`src/verilog/msc_pkg.sv`:
```
// Behaviour
// unlock register is write only; reads return zero
// write 5x then Ax to the unlock register arms the gate
// stop request while armed enters STOP; oscillators, cpu, peripherals halt
// entering STOP disarms the unlock gate
// other activity between the two unlock writes does not break arming
// any unlock write other than Ax after 5x cancels the first step; here a repeated 5x write keeps the first step
// gate held disarmed during system reset
// gate refuses to arm while any enabled interrupt is pending
// in STOP, nmi or enabled port-0 pin interrupt clears stop, resumes run
// writing one to halt bit 0 stops cpu, peripherals keep running
// in HALT, nmi, watchdog or enabled interrupt ends HALT
// standby bits: stop at 1, halt at 0; 00 run, 01 halt, 10 stop
// HALT or STOP request ignored while any enabled interrupt is pending
// maskable wake with master enable clear releases mode without servicing
// block_disable_0 bits 3..0 hold timer channels in reset, clock off
// block_disable_1 bit 0 holds pwm in reset, clock off
// while disabled, peripheral registers held at reset and clock stopped
// while disabled, peripheral writes ignored and reads give initial values
// software clears a block-disable bit before using that peripheral
// halt bit cleared at the next system clock after a halt wake
// writing both stop and halt together changes nothing, stays in run
package msc_pkg;

  // ****************************************
  // register map (byte addresses)
  // ****************************************
  localparam logic [15:0] MSC_STOP_UNLOCK_OFS     = 16'hf008;
  localparam logic [15:0] MSC_STANDBY_CONTROL_OFS = 16'hf009;
  localparam logic [15:0] MSC_BLOCK_DISABLE_0_OFS = 16'hf028;
  localparam logic [15:0] MSC_BLOCK_DISABLE_1_OFS = 16'hf029;
  localparam logic [15:0] MSC_BLOCK_DISABLE_2_OFS = 16'hf02a;
  localparam logic [15:0] MSC_BLOCK_DISABLE_3_OFS = 16'hf02b;
  localparam logic [15:0] MSC_BLOCK_DISABLE_4_OFS = 16'hf02c;
  localparam logic [15:0] MSC_MODE_STATUS_OFS     = 16'hf030;

  // ****************************************
  // fields and reset values
  // ****************************************
  localparam int          MSC_HALT_BIT       = 0;
  localparam int          MSC_STOP_BIT       = 1;
  localparam logic [3:0]  MSC_UNLOCK_FIRST   = 4'h5;
  localparam logic [3:0]  MSC_UNLOCK_SECOND  = 4'ha;
  localparam logic [7:0]  MSC_BLOCK_RESET    = 8'h00;
  localparam logic [1:0]  MSC_STANDBY_RESET  = 2'h0;
  localparam int          MSC_NUM_TIMERS     = 4;
  localparam int          MSC_NUM_IRQ        = 16;
  localparam int          MSC_NUM_PIN_IRQ    = 4;

  // ****************************************
  // types
  // ****************************************
  typedef enum logic [1:0]
  {
    MSC_RUN  = 2'b00,
    MSC_HALT = 2'b01,
    MSC_STOP = 2'b10
  } msc_mode_type;

  typedef enum logic [1:0]
  {
    MSC_UL_IDLE  = 2'b00,
    MSC_UL_FIRST = 2'b01,
    MSC_UL_ARMED = 2'b10
  } msc_unlock_type;

endpackage

```
`src/verilog/msc_standby_ctrl.sv`:
```
// Our own choice: the APB slave port.
`timescale 1ns/100ps
module msc_standby_ctrl
  import msc_pkg::*;
(
  // clock and reset
  input  wire logic                       i_core_clk,
  input  wire logic                       i_rst_n,
  // apb slave
  input  wire logic                       i_psel,
  input  wire logic                       i_penable,
  input  wire logic                       i_pwrite,
  input  wire logic [15:0]                i_paddr,
  input  wire logic [31:0]                i_pwdata,
  input  wire logic [3:0]                 i_pstrb,
  output logic      [31:0]                o_prdata,
  output logic                            o_pready,
  output logic                            o_pslverr,
  // interrupt sources
  input  wire logic [MSC_NUM_IRQ-1:0]     i_irq_enable,
  input  wire logic [MSC_NUM_IRQ-1:0]     i_irq_request,
  input  wire logic                       i_nmi_request,
  input  wire logic                       i_wdt_request,
  input  wire logic                       i_master_irq_enable,
  // mode outputs
  output logic                            o_cpu_halt,
  output logic                            o_osc_stop,
  output logic                            o_periph_stop,
  output logic                            o_wake_no_service,
  // gated peripherals
  output logic [MSC_NUM_TIMERS-1:0]       o_timer_rst,
  output logic [MSC_NUM_TIMERS-1:0]       o_timer_clk_en,
  output logic [MSC_NUM_TIMERS-1:0]       o_timer_wr_block,
  output logic                            o_pwm_rst,
  output logic                            o_pwm_clk_en,
  output logic                            o_pwm_wr_block,
  output logic [7:0]                      o_block_disable_2,
  output logic [7:0]                      o_block_disable_3,
  output logic [7:0]                      o_block_disable_4
);

  // ****************************************
  // bus decode
  // ****************************************
  msc_mode_type   mode_q;
  msc_mode_type   mode_d;
  msc_unlock_type unlock_q;
  msc_unlock_type unlock_d;
  logic [7:0]     blk0_q;
  logic [7:0]     blk1_q;
  logic [7:0]     blk2_q;
  logic [7:0]     blk3_q;
  logic [7:0]     blk4_q;
  logic           wake_ns_q;

  // pslverr stays low: unmapped reads give zero, unmapped writes are dropped
  wire        wr_en     = i_psel & i_penable & i_pwrite & i_pstrb[0];
  // read data loads in the setup cycle so it already stands at the access edge
  wire        rd_setup  = i_psel & ~i_penable & ~i_pwrite;
  wire        sel_ul    = (i_paddr == MSC_STOP_UNLOCK_OFS);
  wire        sel_sby   = (i_paddr == MSC_STANDBY_CONTROL_OFS);
  wire        sel_b0    = (i_paddr == MSC_BLOCK_DISABLE_0_OFS);
  wire        sel_b1    = (i_paddr == MSC_BLOCK_DISABLE_1_OFS);
  wire        sel_b2    = (i_paddr == MSC_BLOCK_DISABLE_2_OFS);
  wire        sel_b3    = (i_paddr == MSC_BLOCK_DISABLE_3_OFS);
  wire        sel_b4    = (i_paddr == MSC_BLOCK_DISABLE_4_OFS);
  wire        sel_st    = (i_paddr == MSC_MODE_STATUS_OFS);
  wire [7:0]  wbyte     = i_pwdata[7:0];
  wire        wr_ul     = wr_en & sel_ul;
  wire        wr_sby    = wr_en & sel_sby;
  wire [7:0]  status    = {4'h0, wake_ns_q, (unlock_q == MSC_UL_ARMED), mode_q};
  wire [7:0]  rd_byte;

  // unlock reads zero
  assign rd_byte = sel_ul  ? 8'h00 :
                   sel_sby ? 8'h00 :
                   sel_b0  ? blk0_q :
                   sel_b1  ? blk1_q :
                   sel_b2  ? blk2_q :
                   sel_b3  ? blk3_q :
                   sel_b4  ? blk4_q :
                   sel_st  ? status : 8'h00;

  assign o_pready  = 1'b1;
  assign o_pslverr = 1'b0;

  // ****************************************
  // interrupt qualification
  // ****************************************
  // pending enabled irq
  wire pend_any = |(i_irq_enable & i_irq_request);
  wire pin_wake = |(i_irq_enable[MSC_NUM_PIN_IRQ-1:0] & i_irq_request[MSC_NUM_PIN_IRQ-1:0]);
  // stop wake sources
  wire stop_wake = i_nmi_request | pin_wake;
  // halt wake sources
  wire halt_wake = i_nmi_request | i_wdt_request | pend_any;

  // ****************************************
  // unlock gate
  // ****************************************
  wire [3:0] ul_nib = wbyte[7:4];
  wire       enter_stop;

  always_comb
  begin
    unlock_d = unlock_q;
    // stop entry disarms
    if (enter_stop)
    begin
      unlock_d = MSC_UL_IDLE;
    end
    else if (wr_ul)
    begin
      case (unlock_q)
        // first step
        MSC_UL_IDLE:
          unlock_d = (ul_nib == MSC_UNLOCK_FIRST) ? MSC_UL_FIRST : MSC_UL_IDLE;
        // wrong second write cancels, a repeated 5x keeps the first step; R8 pending irq blocks arming
        MSC_UL_FIRST:
          if (ul_nib == MSC_UNLOCK_SECOND && !pend_any)
            unlock_d = MSC_UL_ARMED;
          else if (ul_nib == MSC_UNLOCK_FIRST)
            unlock_d = MSC_UL_FIRST;
          else
            unlock_d = MSC_UL_IDLE;
        default:
          unlock_d = MSC_UL_ARMED;
      endcase
    end
    // other traffic keeps state
  end

  // ****************************************
  // standby mode
  // ****************************************
  // stop and halt bits
  wire       stop_bit = wbyte[MSC_STOP_BIT];
  wire       halt_bit = wbyte[MSC_HALT_BIT];
  // both bits is a no-op; R13 pending irq blocks entry
  wire       req_halt = wr_sby & halt_bit & ~stop_bit & ~pend_any;
  // stop needs armed gate
  assign enter_stop   = wr_sby & stop_bit & ~halt_bit & ~pend_any &
                        (unlock_q == MSC_UL_ARMED) & (mode_q == MSC_RUN);
  wire       wake_now = (mode_q == MSC_HALT) ? halt_wake :
                        (mode_q == MSC_STOP) ? stop_wake : 1'b0;
  // maskable wake with master enable clear
  wire       no_serv  = wake_now & ~i_nmi_request & ~i_wdt_request & ~i_master_irq_enable;

  always_comb
  begin
    mode_d = mode_q;
    case (mode_q)
      MSC_RUN:
        if (enter_stop)
          mode_d = MSC_STOP;
        // halt entry
        else if (req_halt)
          mode_d = MSC_HALT;
      // halt bit clears next clock; R11 halt exit
      MSC_HALT:
        if (halt_wake)
          mode_d = MSC_RUN;
      // stop exit
      MSC_STOP:
        if (stop_wake)
          mode_d = MSC_RUN;
      default:
        mode_d = MSC_RUN;
    endcase
  end

  // ****************************************
  // registers
  // ****************************************
  // reset disarms gate
  always_ff @(posedge i_core_clk or negedge i_rst_n)
  begin
    if (!i_rst_n)
    begin
      mode_q    <= MSC_RUN;
      unlock_q  <= MSC_UL_IDLE;
      wake_ns_q <= 1'b0;
    end
    else
    begin
      mode_q    <= mode_d;
      unlock_q  <= unlock_d;
      wake_ns_q <= no_serv;
    end
  end

  always_ff @(posedge i_core_clk or negedge i_rst_n)
  begin
    if (!i_rst_n)
    begin
      blk0_q <= MSC_BLOCK_RESET;
      blk1_q <= MSC_BLOCK_RESET;
      blk2_q <= MSC_BLOCK_RESET;
      blk3_q <= MSC_BLOCK_RESET;
      blk4_q <= MSC_BLOCK_RESET;
    end
    else if (wr_en)
    begin
      if (sel_b0)
        blk0_q <= wbyte;
      else if (sel_b1)
        blk1_q <= wbyte;
      else if (sel_b2)
        blk2_q <= wbyte;
      else if (sel_b3)
        blk3_q <= wbyte;
      else if (sel_b4)
        blk4_q <= wbyte;
    end
  end

  always_ff @(posedge i_core_clk or negedge i_rst_n)
  begin
    if (!i_rst_n)
      o_prdata <= 32'h0000_0000;
    else if (rd_setup)
      o_prdata <= {24'h00_0000, rd_byte};
  end

  // ****************************************
  // outputs
  // ****************************************
  // stop halts oscillators and all
  assign o_cpu_halt        = (mode_q != MSC_RUN);
  assign o_osc_stop        = (mode_q == MSC_STOP);
  assign o_periph_stop     = (mode_q == MSC_STOP);
  assign o_wake_no_service = wake_ns_q;

  // one gate per timer channel
  genvar g;
  generate
    for (g = 0; g < MSC_NUM_TIMERS; g = g + 1)
    begin : g_tmr
      // timer off bits; R17 reset and clock stop; R18 writes blocked
      assign o_timer_rst[g]      = blk0_q[g];
      assign o_timer_clk_en[g]   = ~blk0_q[g] & (mode_q != MSC_STOP);
      assign o_timer_wr_block[g] = blk0_q[g];
    end
  endgenerate

  // pwm off bit; R17 and R18 same gating
  assign o_pwm_rst         = blk1_q[0];
  assign o_pwm_clk_en      = ~blk1_q[0] & (mode_q != MSC_STOP);
  assign o_pwm_wr_block    = blk1_q[0];
  assign o_block_disable_2 = blk2_q;
  assign o_block_disable_3 = blk3_q;
  assign o_block_disable_4 = blk4_q;

endmodule

```
`config.mk`:
```
export PLATFORM = sky130hd
export DESIGN_NAME = msc_standby_ctrl
export DESIGN_NICKNAME = d
export VERILOG_FILES = /design/src/verilog/msc_pkg.sv /design/src/verilog/msc_standby_ctrl.sv
export SDC_FILE = /design/constraint.sdc
export NUM_CORES = 1
export LEC_CHECK = 0
export BUFFER_PORTS_ARGS = -buffer_cell sky130_fd_sc_hd__buf_2
export CORE_AREA = 2 2 91 93
export CTS_BUF_LIST = sky130_fd_sc_hd__clkbuf_16
export CTS_CLUSTER_SIZE = 30
export DETAILED_ROUTE_END_ITERATION = 10
export DIE_AREA = 0 0 93 95
export PLACE_DENSITY_LB_ADDON = 0.25
export SLEW_MARGIN = 20
export SYNTH_ARGS = -nofsm -noshare
export SYNTH_HDL_FRONTEND = slang
export SYNTH_SLANG_ARGS = --single-unit
```
`constraint.sdc`:
```
create_clock -name i_core_clk -period 1.6 [get_ports i_core_clk]
set_input_delay 0.08 -clock i_core_clk [delete_from_list [all_inputs] [get_ports i_core_clk]]
set_output_delay 0.08 -clock i_core_clk [all_outputs]
set_load 0.01 [all_outputs]
```
Word-level counts from Yosys, hierarchy flattened
Index checks and enable logic that the tools add are counted.
{"block": "word_totals", "ram_bits": 0, "latch_bits": 0, "mem_bits_ro": 0, "reg_bits": 53, "elab_cells": 106, "mem_count": 0, "out_inout_bits": 77, "inputBits": 92}
{"block": "classes", "n_div": 0, "shifts": 0, "n_lt_le_gt_ge": 0, "n_mux": 20, "multipliers": 0, "addsub": 0, "n_eq_ne": 18, "bitwise": 45, "n_reduce_logical": 14}
{"op": "== test 16 bit (second input constant)", "n": 8}
{"op": "two-way mux 8 bit", "n": 7}
{"op": "bitwise AND 1 bit", "n": 23}
{"op": "inverter 1 bit", "n": 17}
{"op": "bitwise AND 16 bit", "n": 1}
{"op": "OR reduction 16 bit", "n": 1}
{"op": "two-way mux 2 bit", "n": 7}
{"op": "one-hot mux 2 bit (3 select lines)", "n": 1}
{"op": "AND reduction 3 bit", "n": 2}
{"op": "AND reduction 6 bit", "n": 1}
{"op": "AND reduction 5 bit", "n": 1}
{"op": "bitwise AND 4 bit", "n": 1}
{"op": "== test 2 x 1 -> 1 bit (second input constant)", "n": 2}
{"op": "== test 2 bit (second input constant)", "n": 2}
{"op": "== test 4 x 3 -> 1 bit (second input constant)", "n": 1}
{"op": "== test 4 bit (second input constant)", "n": 1}
{"op": "zero test 2 bit", "n": 2}
{"op": "two-way mux 4 bit", "n": 1}
{"op": "inequality test 2 bit (second input constant)", "n": 2}
{"op": "one-hot mux 2 bit (2 select lines)", "n": 1}
{"op": "AND reduction 4 bit", "n": 1}
{"op": "nonzero test 2 bit", "n": 2}
{"op": "OR reduction 4 bit", "n": 1}
{"op": "two-way mux 1 bit", "n": 3}
{"op": "6 further kinds", "n": 8}

Logic depth before layout (Yosys ltp)
{"block": "logic_depth", "word_depth": 11, "ltp_mapped": 7, "depth_no_buf": 5}

Worst setup path after synthesis
OpenSTA, ideal clock, no wires.
{"block": "synth_timing", "path_type": "input port to flip-flop", "startpoint": "in i_paddr[7]", "endpoint": "reg blk3_q[0] (netlist: o_block_disable_3[0])", "arrival_ps": 1730, "setup_time_ps": 127, "slack_ps": -257, "path_buffers": 1, "cell_stages": 5, "path_cell_list": "or4b_4 > nor4_4 > and4_1 > buf_4 > mux2_1"}
{"block": "synth_via", "elab_chain_cells": 3}
{"item": "start: declaration", "line_no": "msc_standby_ctrl.sv:13", "source": "input wire logic [15:0] i_paddr,"}
{"item": "== test 16 bit, on equally long branches", "line_no": "msc_standby_ctrl.sv:64, msc_standby_ctrl.sv:62, msc_standby_ctrl.sv:63"}
{"item": "inverter 1 bit (no line)"}
{"item": "AND reduction 5 bit (no line) (*)"}
{"item": "end signal: assignment", "line_no": "msc_standby_ctrl.sv:211", "source": "blk3_q <= wbyte;"}
{"item": "end: declaration", "line_no": "msc_standby_ctrl.sv:52", "source": "logic [7:0] blk3_q;"}
Every way passes the cells marked *; elsewhere a longest branch is shown, timed or not.
A chain may end at the register's enable or synchronous reset.

Worst setup path in the final report
{"block": "layout_timing", "startpoint": "in i_paddr[6]", "endpoint": "reg blk3_q[6] (netlist: o_block_disable_3[6])"}
Same word-level chain as after synthesis.

==> summary.md <==
| Metric | Value |
|---|---|
| Worst setup path class | input pin to flip-flop |
| Worst Hold Depth | 2 |
| H-tree depth | 2 |
| GR Util met1 | 0.272 |
| Port buffer count | 115 |
| Sum Neg Setup Slack | 0 ns |
| Routed len/inst | 16.5 um |
| Leak | 2.25 nW |
| Post-synth EDFFs | 0 |
| Synth area leader | dfrtp_1 |
| Crit Reg-Reg Startpoint | o_block_disable_3[2] |
| Place WS | -0.389 ns |
| Placed insts | 525 |
| Max_slew headroom | 0.659 |
| Top area cells in the synthesized netlist | dfrtp_1 43%, mux2_2 13%, buf_4 9.3% |
| GRT Resource Usage Total | 0.202 |
| Area grow syn2layout | 35.1% |
| Avg Cell Area, Syn | 10.7 um^2 |
| Max VDD drop | 0.000409 V |
| Area of the die | 8840 um^2 |
| Worst-path clk slew | 0.07 ns |
| Worst path slowest cell | or4b_4 |
| R2R Path End | o_prdata[2] |
| Largest buffer count on any clock path | 2 |
| Max_cap viols | 0 |
| Vias | 2708 |
| Outcome | finished clean |
| Final-stage net count | 523 |
| GR peak layer | met2 |
| Count leader, synth | dfrtp_1 |
| Worst reg-to-reg path cell count | 5 |
| Critical Path AT | 1.74 ns |
| Vias per cell | 5.05 |
| Flops & latches, synth | 53 |
| Net Sw Frac | 0.224 |
| Reg power frac | 0.471 |
| DRC | 0 |
| CTS buffer count | 5 |
| Clock Power Share | 0.416 |
| Sink Count | 53 |
| Slew Limit Fails | 0 |
| Largest net degree at the start of global routing | 54 |
| Design area | 4140 um^2 |
| CTS tree | yes |
| Multi-input logic area | 1550 um^2 |
| Starting DRC count in detailed routing | 86 |
| # fillers | 720 |
| Core region area | 7930 um^2 |
| Global-route wire length before repair | 13.8 mm |
| Largest family of logic cells by synthesized area | simple AND/OR/NAND/NOR gates |
| Instance area at placement | 3900 um^2 |
| Worst Clk Skew | 0.00352 ns |
| Gate power share | 0.113 |
| Netlist cell types | 54 |
| Synth Area in XOR/XNOR | 0 |
| Worst-skew pair later-pin latency | 0.28 ns |
| Worst slew pin tran | 0.509 ns |
| Met2 global-route usage | 0.337 |
| Final WL | 8.83 mm |
| Die Y-Extent | 95 um |
| Initial Util | 0.387 |
| Finished Layout Cells | 536 |
| Switching pwr | 0.000637 W |
| Simple logic cell fraction of the synthesized area | 0.159 |
| Worst min path class | input pin to flip-flop |
| Post-Synth Adder-Cell Area | 0 |
| Setup crit end kind | flip-flop |
| Startpoint Class | input pin |
| Async SR Flop Fraction | 1.00 |
| Post-synthesis sequential area ratio | 0.433 |
| Cell Area, Synth | 3060 um^2 |
| Tmin final | 1.57 ns |
| Layout cells sized above 1 | 0.487 |
| Number of diodes | 0 |
| RSZ-0062 raised after global routing | yes |
| WHS Endpoint | o_block_disable_3[2] |
| Syn Inst Count | 286 |
| Post-DP HPWL | 6.74 mm |
| Top FF cell, synth | dfrtp_1 |
| Top cells by count, synth | 53 x dfrtp_1, 38 x buf_4, 35 x mux2_2 |
| Multiplexer share of the synthesized area | 0.158 |
| Final-report setup violation count | 0 |
| Fin crit share | 0.980 |
| Initial antenna violation count | 0 |
| Final worst slack | 0.0312 ns |
| Met3 GRT Util | 0.0335 |
| R2R Setup Slk | 0.22 ns |
| Required time worst endpoint | 1.77 ns |
| GPL Wtd Cong | 0.839 |
| Internal power | 0.00221 W |
| Synth Area in Compound Gates | 0.140 |
| Hold Crit Start | i_pwdata[2] |
| Reg area | 1330 um^2 |
| IO Pins | 169 |
| CP max FO | 5 |
| Row count | 33 |
| CTS Root Cell | clkbuf_16 |
| Die span in x | 93 um |
| Detailed Routing Iterations Pass 1 | 5 |
| Max incr delay on CP | 0.54 ns |
| Vias in the first global route | 2666 |
| Yosys Warn Count | 0 |
| Pwr dens | 687 nW/um^2 |
| Final hold vios | 0 |
| Antenna viol nets, final | 0 |
| Yosys top cell area share | 0.433 |
| Worst path cell trace | buf_2, or4b_4, nor4_4, and4_4, buf_6, mux2_1 |
| Max Clock Freq | 637 MHz |
| Gr ovfl total | 0 |
[registers in the layout, summed over array words and instances, names as in the netlist]
register and cells:
o_block_disable_2 8, o_block_disable_4 8, o_block_disable_3 8, o_prdata 8, o_wake_no_service 1, blk1_q 8, mode_q 2, unlock_q 2
blk0_q 8
[layout by cell type, fill, tap and decap left out, drive strengths merged, types with 5 or more instances in the layout]
cell,count
conb,26
clkbuf,5
nor2,15
o21ai,9
buf,155
nand2b,5
a22oi,6
nand2,19
nand3,5
a22o,6
dfrtp,53
mux2,42
nor4,5
inv,5
o22ai,7
nor2b,5
[logic make-up after synthesis]
logic type | Yosys count
simple gates | 80
compound gates | 58
other cells | 2
flops | 53
buf+inv | 50
mux | 43
[how the worst max path moves through the flow]
stage                                 endpoint  startpoint  slack, ns  cells after the start
after CTS                 o_block_disable_3[1]  i_paddr[7]       0.02                      6
after global routing      o_block_disable_3[6]  i_paddr[6]      -0.03                      6
after global placement    o_block_disable_4[7]  i_paddr[7]      -0.36                      6
final                     o_block_disable_3[6]  i_paddr[6]       0.03                      6
after floorplan           o_block_disable_3[0]  i_paddr[7]      -0.23                      5
after detailed placement  o_block_disable_4[4]  i_paddr[7]      -0.39                      6
[power groups by stage]
stage                     registers (W)  clock network [W]  logic (W)
after floorplan                 0.00137                  0   0.000162
after global placement          0.00136                  0   0.000304
after detailed placement        0.00136                  0   0.000309
after CTS                       0.00134            0.00121   0.000318
after global routing            0.00134            0.00127   0.000355
final                           0.00134            0.00118   0.000322
[routing by layer]
metal / share of wire / vias up
met5: 0 / -
met4: 0.019 / 0
met3: 0.052 / 10
met2: 0.48 / 98
met1: 0.45 / 1317
li1: - / 1283
[area by class of cell]
type                       instances  share of cell area
clock buffer                       5              0.0302
clock inverter                     2             0.00846
inverter                           5             0.00453
multi-input combinational        207               0.374
sequential                        53               0.320
tap                              105              0.0317
timing repair buffer             159               0.231
[repair_timing]
item,4_1_cts,5_1_grt
cloned,0,0
pin swaps,1,0
hold buffers,4,0
buffers inserted,0,0
endpoints found under the hold margin,54,0
resized for setup,0,8
setup endpoints to repair,39,16
[stage by stage]
step / total power, W / util / hold WS, ns
3_5_place_dp: 0.00167 / 0.492 / 0.0971
3_3_place_gp: 0.00167 / 0.492 / 0.0947
2_1_floorplan: 0.00153 / - / -0.216
6_report: 0.00284 / 0.522 / 0.0980
4_1_cts: 0.00286 / 0.518 / 0.0924
5_1_grt: 0.00297 / 0.522 / 0.0904
[critical path, delay by kind of cell]
kind	cells	cell delay (ns)
AND/OR/NAND/NOR	3	1.11
multiplexers	1	0.32
buffers and inverters	2	0.24
(Power assumes the default switching activity.)
